<file path="config.mk">
export PLATFORM = sky130hd
export DESIGN_NAME = sdcb_mem_flat
export DESIGN_NICKNAME = d
export VERILOG_FILES = /design/src/hdl/sdcb_pkg.sv /design/src/hdl/sdcb_if.sv /design/src/hdl/sdcb_mem.sv /design/src/flat_wrapper.sv
export SDC_FILE = /design/constraint.sdc
export NUM_CORES = 2
export LEC_CHECK = 0
export BUFFER_PORTS_ARGS = -buffer_cell sky130_fd_sc_hd__buf_2
export CORE_UTILIZATION = 40
export CTS_BUF_LIST = sky130_fd_sc_hd__clkbuf_4 sky130_fd_sc_hd__clkbuf_8 sky130_fd_sc_hd__clkbuf_16
export DETAILED_ROUTE_END_ITERATION = 6
export PLACE_DENSITY = 0.65
export SLEW_MARGIN = 40
export SYNTH_ARGS = -nofsm -noshare
export SYNTH_HDL_FRONTEND = slang
export SYNTH_SLANG_ARGS = --single-unit
</file>
<file path="constraint.sdc">
create_clock -name core_clk -period 6.25 [get_ports core_clk]
set_clock_uncertainty 0.05 [all_clocks]
set_input_delay 1.875 -clock core_clk [delete_from_list [all_inputs] [get_ports core_clk]]
set_output_delay 1.875 -clock core_clk [all_outputs]
set_load 0.05 [all_outputs]
</file>
<file path="src/hdl/sdcb_pkg.sv">
// Shared constants and types for the SDRAM command and bank logic
`default_nettype none

package sdcb_pkg;

  // ----------------------------------------------------------------
  // Geometry
  // ----------------------------------------------------------------
  localparam int BANKS = 4;
  localparam int BA_W = 2;
  localparam int ADDR_W = 12;
  localparam int DQ_W = 16;
  localparam int LANES = DQ_W / 8;
  localparam int MODE_W = ADDR_W + BA_W;
  localparam int AP_BIT = 10;

  // ----------------------------------------------------------------
  // Command codes as {row strobe, column strobe, write enable}
  // ----------------------------------------------------------------
  localparam logic [2:0] CMD_MODE = 3'h0;
  localparam logic [2:0] CMD_REF = 3'h1;
  localparam logic [2:0] CMD_PRE = 3'h2;
  localparam logic [2:0] CMD_ACT = 3'h3;
  localparam logic [2:0] CMD_WR = 3'h4;
  localparam logic [2:0] CMD_RD = 3'h5;
  localparam logic [2:0] CMD_STOP = 3'h6;
  localparam logic [2:0] CMD_NOP = 3'h7;

  // ----------------------------------------------------------------
  // Timing at the 50 ns clock; least times round up
  // ----------------------------------------------------------------
  localparam int CLK_PERIOD_NS = 50;
  localparam int T_RP_NS = 20;
  localparam int T_RCD_NS = 20;
  localparam int T_RFC_NS = 80;
  localparam int T_MRD_CK = 2;
  localparam int RP_CY = (T_RP_NS + CLK_PERIOD_NS - 1) / CLK_PERIOD_NS;
  localparam int RCD_CY = (T_RCD_NS + CLK_PERIOD_NS - 1) / CLK_PERIOD_NS;
  localparam int RFC_CY = (T_RFC_NS + CLK_PERIOD_NS - 1) / CLK_PERIOD_NS;
  localparam int MRD_CY = T_MRD_CK;
  localparam int WAIT_W = 4;

  // ----------------------------------------------------------------
  // State and request types
  // ----------------------------------------------------------------
  typedef enum logic [2:0] {
    SDCB_PW_RUN = 3'b001,
    SDCB_PW_SELF = 3'b010,
    SDCB_PW_DEEP = 3'b100
  } sdcb_pw_t;

  typedef enum logic [2:0] {
    SDCB_C_RUN = 3'b001,
    SDCB_C_WAIT = 3'b010,
    SDCB_C_SLEEP = 3'b100
  } sdcb_cst_t;

  typedef enum logic [3:0] {
    SDCB_OP_ACT = 4'h0,
    SDCB_OP_RD = 4'h1,
    SDCB_OP_WR = 4'h2,
    SDCB_OP_PRE = 4'h3,
    SDCB_OP_REF = 4'h4,
    SDCB_OP_SELF = 4'h5,
    SDCB_OP_MODE = 4'h6,
    SDCB_OP_STOP = 4'h7,
    SDCB_OP_DEEP = 4'h8,
    SDCB_OP_WAKE = 4'h9
  } sdcb_op_t;

endpackage : sdcb_pkg

`default_nettype wire

</file>
<file path="src/hdl/sdcb_if.sv">
// Pin-level link between memory controller and SDRAM device
`default_nettype none

interface sdcb_if import sdcb_pkg::*; ();
  logic cs_n;
  logic ras_n;
  logic cas_n;
  logic we_n;
  logic cke;
  logic [BA_W-1:0] ba;
  logic [ADDR_W-1:0] addr;
  logic [LANES-1:0] dqm;
  logic [DQ_W-1:0] ctrl_dq;
  logic ctrl_dq_oe;
  logic [DQ_W-1:0] mem_dq;
  logic [LANES-1:0] mem_dq_oe;
  // Resolved data bus; a lane nobody drives reads as zero
  logic [DQ_W-1:0] dq;
  logic [LANES-1:0] dq_driven;

  always_comb begin
    for (int i = 0; i < LANES; i++) begin
      dq_driven[i] = ctrl_dq_oe | mem_dq_oe[i];
      if (ctrl_dq_oe) begin
        dq[i*8 +: 8] = ctrl_dq[i*8 +: 8];
      end else if (mem_dq_oe[i]) begin
        dq[i*8 +: 8] = mem_dq[i*8 +: 8];
      end else begin
        dq[i*8 +: 8] = 8'h00;
      end
    end
  end

  modport mem (
    input cs_n, ras_n, cas_n, we_n, cke, ba, addr, dqm, ctrl_dq,
    output mem_dq, mem_dq_oe
  );
  modport ctrl (
    output cs_n, ras_n, cas_n, we_n, cke, ba, addr, dqm, ctrl_dq,
    output ctrl_dq_oe,
    input mem_dq, mem_dq_oe
  );
endinterface : sdcb_if

`default_nettype wire

</file>
<file path="src/hdl/sdcb_mem.sv">
// Device end: command decode, bank rows, bursts and a small array
`default_nettype none

// How it works
// - All pins sampled on rising clock edge
// - Activate opens bank row before access
// - Chip select high ignores every command
// - No-op changes nothing, bursts continue
// - Strobes decode into the seven commands
// - Clock enable high, except self/deep sleep
// - Refresh uses internal row counter
// - A10 selects auto close per access
// - Auto close shuts row after last beat
// - Precharge closes one bank or all
// - Mode load stores address and bank bits
// - Mode load only when idle, then wait
// - Precharge before activating another row
// - Closed bank needs activate before access
// - Burst columns generated from start column
// - Read mask floats lane two clocks later
// - Write mask blocks lane same cycle
// - Write data starts on command cycle
// - Burst terminate cuts latest burst
// - New column accepted every cycle
// - After refresh only no-ops until done
// - Deep sleep from idle, leave via enable
module sdcb_mem import sdcb_pkg::*; #(
  parameter int BURST_LEN = 4,
  parameter bit PAGE_BURST = 1'b0,
  parameter bit SEQ_ORDER = 1'b1,
  parameter int CAS_LAT = 2,
  parameter int MEM_ROW_W = 2,
  parameter int MEM_COL_W = 3
) (
  // Clock and reset
  input wire logic core_clk,
  input wire logic rst,
  input wire logic clk_en,
  // Memory pins
  sdcb_if.mem pins,
  // Status
  output logic [MODE_W-1:0] mode_word,
  output logic [BANKS-1:0] bank_open,
  output logic [ADDR_W-1:0] refresh_row,
  output logic awake
);

  localparam int CW = MEM_COL_W;
  localparam int IW = BA_W + MEM_ROW_W + CW;
  localparam int DEPTH = 1 << IW;
  localparam logic [CW-1:0] BL_LAST = CW'(BURST_LEN - 1);
  localparam int PIPE = CAS_LAT - 1;

  // ----------------------------------------------------------------
  // Command decode
  // ----------------------------------------------------------------
  sdcb_pw_t pw_r;
  logic [2:0] code;
  logic run_cmd;
  logic is_act;
  logic is_rw;
  logic is_pre;
  logic is_ref;
  logic is_mode;
  logic is_stop;
  logic pre_hit;

  // Pins are used only at the rising edge, by the flops below
  assign code = {pins.ras_n, pins.cas_n, pins.we_n};
  assign run_cmd = pw_r[0] && !pins.cs_n && pins.cke;
  assign is_act = run_cmd && code == CMD_ACT;
  // Access to a closed bank is dropped, not guessed at
  assign is_rw = run_cmd && (code == CMD_RD || code == CMD_WR)
    && bank_open[pins.ba];
  assign is_pre = run_cmd && code == CMD_PRE;
  assign is_ref = run_cmd && code == CMD_REF;
  assign is_mode = run_cmd && code == CMD_MODE;
  assign is_stop = run_cmd && code == CMD_STOP;
  // No-op and inhibit fall through every branch above

  // ----------------------------------------------------------------
  // Power state
  // ----------------------------------------------------------------
  always_ff @(posedge core_clk or posedge rst) begin
    if (rst) begin
      pw_r <= SDCB_PW_RUN;
    end else if (clk_en) begin
      case (pw_r)
        SDCB_PW_RUN: begin
          if (!pins.cs_n && !pins.cke && code == CMD_REF) begin
            pw_r <= SDCB_PW_SELF;
          end else if (!pins.cs_n && !pins.cke && code == CMD_STOP) begin
            pw_r <= SDCB_PW_DEEP;
          end
        end
        SDCB_PW_SELF, SDCB_PW_DEEP: begin
          if (pins.cke) begin
            pw_r <= SDCB_PW_RUN;
          end
        end
        default: pw_r <= SDCB_PW_RUN;
      endcase
    end
  end

  assign awake = pw_r[0];

  // Row counter steps on every auto refresh and on self refresh entry
  always_ff @(posedge core_clk or posedge rst) begin
    if (rst) begin
      refresh_row <= '0;
    end else if (clk_en) begin
      if (is_ref || (pw_r[0] && !pins.cs_n && !pins.cke
          && code == CMD_REF)) begin
        refresh_row <= refresh_row + ADDR_W'(1);
      end
    end
  end

  always_ff @(posedge core_clk or posedge rst) begin
    if (rst) begin
      mode_word <= '0;
    end else if (clk_en && is_mode) begin
      mode_word <= {pins.ba, pins.addr};
    end
  end

  // ----------------------------------------------------------------
  // Burst engine
  // ----------------------------------------------------------------
  logic bst_act_r;
  logic bst_wr_r;
  logic bst_ap_r;
  logic [BA_W-1:0] bst_bank_r;
  logic [CW-1:0] bst_base_r;
  logic [CW-1:0] bst_idx_r;
  logic beat_go;
  logic beat_wr;
  logic beat_ap;
  logic beat_last;
  logic [BA_W-1:0] beat_bank;
  logic [CW-1:0] beat_base;
  logic [CW-1:0] beat_idx;
  logic [CW-1:0] beat_col;
  logic [ADDR_W-1:0] row_r [BANKS];

  assign pre_hit = is_pre && (pins.addr[AP_BIT] || pins.ba == bst_bank_r);

  always_comb begin
    beat_go = 1'b0;
    beat_wr = bst_wr_r;
    beat_ap = bst_ap_r;
    beat_bank = bst_bank_r;
    beat_base = bst_base_r;
    beat_idx = bst_idx_r;
    if (is_rw) begin
      // A fresh column preempts whatever burst was running
      beat_go = 1'b1;
      beat_wr = (code == CMD_WR);
      beat_ap = pins.addr[AP_BIT];
      beat_bank = pins.ba;
      beat_base = pins.addr[CW-1:0];
      beat_idx = '0;
    end else if (bst_act_r && !is_stop && !pre_hit) begin
      beat_go = 1'b1;
    end
    if (PAGE_BURST) begin
      beat_col = beat_base + beat_idx;
    end else if (SEQ_ORDER) begin
      beat_col = (beat_base & ~BL_LAST)
        | ((beat_base + beat_idx) & BL_LAST);
    end else begin
      beat_col = beat_base ^ beat_idx;
    end
    beat_last = !PAGE_BURST && beat_idx == BL_LAST;
  end

  always_ff @(posedge core_clk or posedge rst) begin
    if (rst) begin
      bst_act_r <= 1'b0;
      bst_wr_r <= 1'b0;
      bst_ap_r <= 1'b0;
      bst_bank_r <= '0;
      bst_base_r <= '0;
      bst_idx_r <= '0;
    end else if (clk_en) begin
      bst_act_r <= beat_go && !beat_last;
      if (beat_go) begin
        bst_wr_r <= beat_wr;
        bst_ap_r <= beat_ap;
        bst_bank_r <= beat_bank;
        bst_base_r <= beat_base;
        bst_idx_r <= beat_idx + CW'(1);
      end
    end
  end

  // ----------------------------------------------------------------
  // Bank rows
  // ----------------------------------------------------------------
  always_ff @(posedge core_clk or posedge rst) begin
    if (rst) begin
      bank_open <= '0;
      for (int b = 0; b < BANKS; b++) begin
        row_r[b] <= '0;
      end
    end else if (clk_en) begin
      for (int b = 0; b < BANKS; b++) begin
        if (is_act && pins.ba == BA_W'(b)) begin
          bank_open[b] <= 1'b1;
          row_r[b] <= pins.addr;
        end else if (is_pre && (pins.addr[AP_BIT]
            || pins.ba == BA_W'(b))) begin
          bank_open[b] <= 1'b0;
        end else if (beat_go && beat_last && beat_ap
            && beat_bank == BA_W'(b)) begin
          bank_open[b] <= 1'b0;
        end
      end
    end
  end

  // ----------------------------------------------------------------
  // Array, one byte lane per generate pass
  // ----------------------------------------------------------------
  logic [IW-1:0] beat_index;
  logic [DQ_W-1:0] array_q;

  assign beat_index = {beat_bank, row_r[beat_bank][MEM_ROW_W-1:0],
    beat_col};

  for (genvar g = 0; g < LANES; g++) begin : g_lane
    logic [7:0] lane_q [DEPTH];
    always_ff @(posedge core_clk) begin
      if (clk_en && beat_go && beat_wr && !pins.dqm[g]) begin
        lane_q[beat_index] <= pins.ctrl_dq[g*8 +: 8];
      end
    end
    assign array_q[g*8 +: 8] = lane_q[beat_index];
  end

  // ----------------------------------------------------------------
  // Read return: latency line plus two-clock mask
  // ----------------------------------------------------------------
  logic rd_v_r [PIPE];
  logic [DQ_W-1:0] rd_d_r [PIPE];
  logic [LANES-1:0] dqm_d1_r;

  always_ff @(posedge core_clk or posedge rst) begin
    if (rst) begin
      for (int s = 0; s < PIPE; s++) begin
        rd_v_r[s] <= 1'b0;
        rd_d_r[s] <= '0;
      end
      dqm_d1_r <= '0;
      pins.mem_dq <= '0;
      pins.mem_dq_oe <= '0;
    end else if (clk_en) begin
      rd_v_r[0] <= beat_go && !beat_wr;
      rd_d_r[0] <= array_q;
      for (int s = 1; s < PIPE; s++) begin
        rd_v_r[s] <= rd_v_r[s-1];
        rd_d_r[s] <= rd_d_r[s-1];
      end
      dqm_d1_r <= pins.dqm;
      pins.mem_dq <= rd_d_r[PIPE-1];
      pins.mem_dq_oe <= {LANES{rd_v_r[PIPE-1]}} & ~dqm_d1_r;
    end
  end

endmodule // sdcb_mem

`default_nettype wire

</file>
<file path="src/flat_wrapper.sv">
// flat-port wrapper written by rule: the top's interface ports become plain ports
module sdcb_mem_flat import sdcb_pkg::*;
#(
  parameter int BURST_LEN = 4,
  parameter bit PAGE_BURST = 1'b0,
  parameter bit SEQ_ORDER = 1'b1,
  parameter int CAS_LAT = 2,
  parameter int MEM_ROW_W = 2,
  parameter int MEM_COL_W = 3
)
  (core_clk, rst, clk_en, mode_word, bank_open, refresh_row, awake, pins_cs_n, pins_ras_n, pins_cas_n, pins_we_n, pins_cke, pins_ba, pins_addr, pins_dqm, pins_ctrl_dq, pins_mem_dq, pins_mem_dq_oe);
  sdcb_if pins_i ();
  input wire logic core_clk;
  input wire logic rst;
  input wire logic clk_en;
  output logic [MODE_W-1:0] mode_word;
  output logic [BANKS-1:0] bank_open;
  output logic [ADDR_W-1:0] refresh_row;
  output logic awake;
  input wire logic [$bits(pins_i.cs_n)-1:0] pins_cs_n;
  input wire logic [$bits(pins_i.ras_n)-1:0] pins_ras_n;
  input wire logic [$bits(pins_i.cas_n)-1:0] pins_cas_n;
  input wire logic [$bits(pins_i.we_n)-1:0] pins_we_n;
  input wire logic [$bits(pins_i.cke)-1:0] pins_cke;
  input wire logic [$bits(pins_i.ba)-1:0] pins_ba;
  input wire logic [$bits(pins_i.addr)-1:0] pins_addr;
  input wire logic [$bits(pins_i.dqm)-1:0] pins_dqm;
  input wire logic [$bits(pins_i.ctrl_dq)-1:0] pins_ctrl_dq;
  output wire logic [$bits(pins_i.mem_dq)-1:0] pins_mem_dq;
  output wire logic [$bits(pins_i.mem_dq_oe)-1:0] pins_mem_dq_oe;
  assign pins_i.cs_n = pins_cs_n;
  assign pins_i.ras_n = pins_ras_n;
  assign pins_i.cas_n = pins_cas_n;
  assign pins_i.we_n = pins_we_n;
  assign pins_i.cke = pins_cke;
  assign pins_i.ba = pins_ba;
  assign pins_i.addr = pins_addr;
  assign pins_i.dqm = pins_dqm;
  assign pins_i.ctrl_dq = {>>{pins_ctrl_dq}};
  assign pins_mem_dq = {>>{pins_i.mem_dq}};
  assign pins_mem_dq_oe = {>>{pins_i.mem_dq_oe}};
  sdcb_mem #(.BURST_LEN(BURST_LEN), .PAGE_BURST(PAGE_BURST), .SEQ_ORDER(SEQ_ORDER), .CAS_LAT(CAS_LAT), .MEM_ROW_W(MEM_ROW_W), .MEM_COL_W(MEM_COL_W)) u_core (.core_clk(core_clk), .rst(rst), .clk_en(clk_en), .pins(pins_i), .mode_word(mode_word), .bank_open(bank_open), .refresh_row(refresh_row), .awake(awake));
endmodule
</file>
==> flow_metrics.env <==
export IMPL_netlist_area_leader_share_pct=73.7
export IMPL_yosys_warnings=0
export IMPL_port_buffers=88
export IMPL_p_seq_share_pct=45.3
export IMPL_report_final_slew_viol_count=0
export IMPL_cp_arrival_ns=6.40
export IMPL_drive_above_1_share_pct=31.0
export IMPL_clkSinkCount=2137
export IMPL_ys_seq_area_share_pct=76.3
export IMPL_worstSetupPathType="in2reg"
export IMPL_synth_area_leader_cell="edfxtp_1"
export IMPL_p_comb_share_pct=20.7
export IMPL_wl_per_cell_um=31.6
export IMPL_ios=89
export IMPL_swShare_pct=27.1
export IMPL_switching_power_w=0.00959
export IMPL_finalCoreUtilization_pct=47.1
export IMPL_via_count=47100
export IMPL_postCtsHoldBufs=0
export IMPL_grt_pass1_vias=45200
export IMPL_cp_end_kind="register"
export IMPL_fin_cells=7818
export IMPL_clkLatencyLatePin_ns=0.87
export IMPL_cts_tree="yes"
export IMPL_grt_use_total_pct=23.3
export IMPL_max_slew_margin_pct=40.0
export IMPL_area_growth_syn_to_layout_pct=17.0
export IMPL_drcViolationCount=1
export IMPL_synth_common_cells="edfxtp_1 (2048), mux4_2 (428), nor2_1 (333)"
export IMPL_power_total_w=0.0354
export IMPL_period_needed_ns=5.75
export IMPL_overflow=0
export IMPL_postCtsSetupBuffers=0
export IMPL_die_h_um=459
export IMPL_antenna_found_initial=6
export IMPL_grt_pass1_wl_um=347000
export IMPL_synth_edf_count=2048
export IMPL_cp_max_fo=35
export IMPL_hold_violations=0
export IMPL_core_area_um2=207000
export IMPL_leakage_nw=30.9
export IMPL_cts_resized=0
export IMPL_peakVddDrop_uv=343
export IMPL_synth_most_common_cell="edfxtp_1"
export IMPL_gp_congestion=0.942
export IMPL_status="finished with violations"
export IMPL_syn_inst=4361
export IMPL_p_int_w=0.0258
export IMPL_htreeDepth=4
export IMPL_fin_tns_setup_ns=0
export IMPL_dp_cells=7452
export IMPL_design_die_area_um2=211000
export IMPL_syn_num_nets=4405
export IMPL_hp_class="reg2reg"
export IMPL_postSynth_asyncResetShare_pct=4.16
export IMPL_r2r_start="u_core.bank_open[3]"
export IMPL_violations="design-rule violations"
export IMPL_rsz0062_at_grt="false"
export IMPL_synth_area_top_cells="edfxtp_1 (74%), mux4_2 (12%), dfrtp_1 (2.6%)"
export IMPL_drt_pass1_iterations=7
export IMPL_synth_seq_cells=2137
export IMPL_crit_start="pins_ba[1]"
export IMPL_synthFlopType="edfxtp_1"
export IMPL_crit_required_ns=6.90
export IMPL_die_w_um=459
export IMPL_r2r_slack_ns=1.16
export IMPL_cts_root_buf="clkbuf_16"
export IMPL_cts_buffers=198
export IMPL_fin_nets=4910
export IMPL_finalCritPeriodShare_pct=92.0
export IMPL_start_util_pct=40.3
export IMPL_grt_max_degree=94
export IMPL_routed_wirelength_um=247000
export IMPL_clockBufferDepth=3
export IMPL_holdCritStartpoint="u_core.dqm_d1_r[1]"
export IMPL_synth_area_um2=83500
export IMPL_p_per_area_nw_per_um2=362
export IMPL_max_slew_worst_pin_slew_ns=0.898
export IMPL_avgSynthCellArea_um2=19.1
export IMPL_p_clk_share_pct=34.0
export IMPL_clkTransAtPathRegs_ns=0.06
export IMPL_start_kind="input pin"
export IMPL_setup_violations=0
export IMPL_drv_cap=0
export IMPL_rows=167
export IMPL_vias_per_cell=6.02
export IMPL_synth_cell_types=73
export IMPL_drt_iter0_markers=7678
export IMPL_fmaxAchievable_mhz=174
export IMPL_ant_nets=0
export IMPL_place_hpwl_um=163000
[kinds of logic after synthesis]
logic type,synth area share (%)
flip-flops,76.3
AND/OR/NAND/NOR,4.75
multiplexers,13.5
AO/OA/AOI/OAI,3.71
buffers and inverters,1.52
XOR/XNOR,0.157
adder cells (fa/ha/maj),0.0600
[critical path: stages]
cell      delay [ns]
buf_2           0.10
mux4_2          0.55
and3_1          0.22
nand2_1         0.09
nand2_1         0.11
ha_4            0.18
and2_1          0.15
o2111a_1        0.29
a211oi_4        0.37
buf_12          0.29
buf_12          0.23
mux4_2          0.52
mux2i_1         0.66
o21ai_0         0.34
nor3_1          0.24
a41oi_1         0.12
[sequential cells by signal (all words and copies together) (netlist names)]
register	flops
u_core.bst_ap_r	1
u_core.dqm_d1_r	2
u_core.bank_open	4
u_core.pins.mem_dq_oe	2
u_core.rd_v_r	1
u_core.bst_act_r	1
u_core.mode_word	14
u_core.bst_bank_r	2
u_core.refresh_row	12
u_core.rd_d_r	16
u_core.bst_idx_r	3
u_core.pw_r	3
u_core.bst_base_r	3
u_core.bst_wr_r	1
u_core.g_lane.lane_q	2048
u_core.row_r	8
u_core.pins.mem_dq	16
[power by group through the flow]
stage / clock network [W] / registers, W / logic, W
floorplan: 0 / 0.0165 / 0.00408
global placement: 0 / 0.0163 / 0.00723
detailed placement: 0 / 0.0163 / 0.00728
CTS: 0.0121 / 0.0160 / 0.00730
global route: 0.0126 / 0.0160 / 0.00762
finish: 0.0120 / 0.0160 / 0.00732
[cells in the final DEF (no fill, tap or decap), types with 76 or more instances in the layout]
cell / Yosys / final
mux4_2: 428 / 428
nand3_1: 132 / 131
buf_4: 20 / 444
a22oi_1: 94 / 94
mux2i_1: 92 / 92
dfrtp_1: 88 / 88
a21oi_1: 77 / 76
nor2_1: 333 / 185
edfxtp_1: 2048 / 2048
clkbuf_16: 0 / 204
nor2_2: 0 / 108
nand2_1: 296 / 293
[metal layers]
| layer | global-route usage [%] | vias to the layer above | share of wire [%] |
|---|---|---|---|
| li1 | - | 18800 | - |
| met1 | 33.4 | 24600 | 39 |
| met2 | 34.5 | 3130 | 45 |
| met3 | 4.85 | 499 | 11 |
| met4 | 9.57 | 6 | 4.7 |
| met5 | 0 | - | 0.019 |
[area by class of cell]
type	count	area [um^2]
Inverter	5	23.8
Clock inverter	96	798
Multi-Input combinational cell	1949	19200
Fill cell	17200	110000
Tap cell	2788	3490
Sequential cell	2137	63700
Antenna cell	4	10.0
Timing Repair Buffer	575	4790
Clock buffer	264	5630
[through the flow]
stage	setup WS (ns)	hold WS, ns	area, um^2
after CTS	0.615	0.398	97600
final	0.502	0.394	97700
after detailed placement	-0.272	0.388	91100
after global placement	-0.342	0.373	91100
after global routing	0.488	0.426	97700
after floorplan	-0.0168	0.362	84000
[final timing paths]
kind                                                  to  depth (start not counted)
min in group asynchronous         u_core.refresh_row[11]                          2
worst min-delay path            u_core.pins.mem_dq_oe[1]                          1
worst min register to register  u_core.pins.mem_dq_oe[1]                          1
max in group asynchronous                 u_core.pw_r[0]                          3
worst max register to register          u_core.rd_d_r[6]                         15
worst max-delay path                    u_core.rd_d_r[6]                         16
No activity file was read; power rests on OpenSTA's default activity.
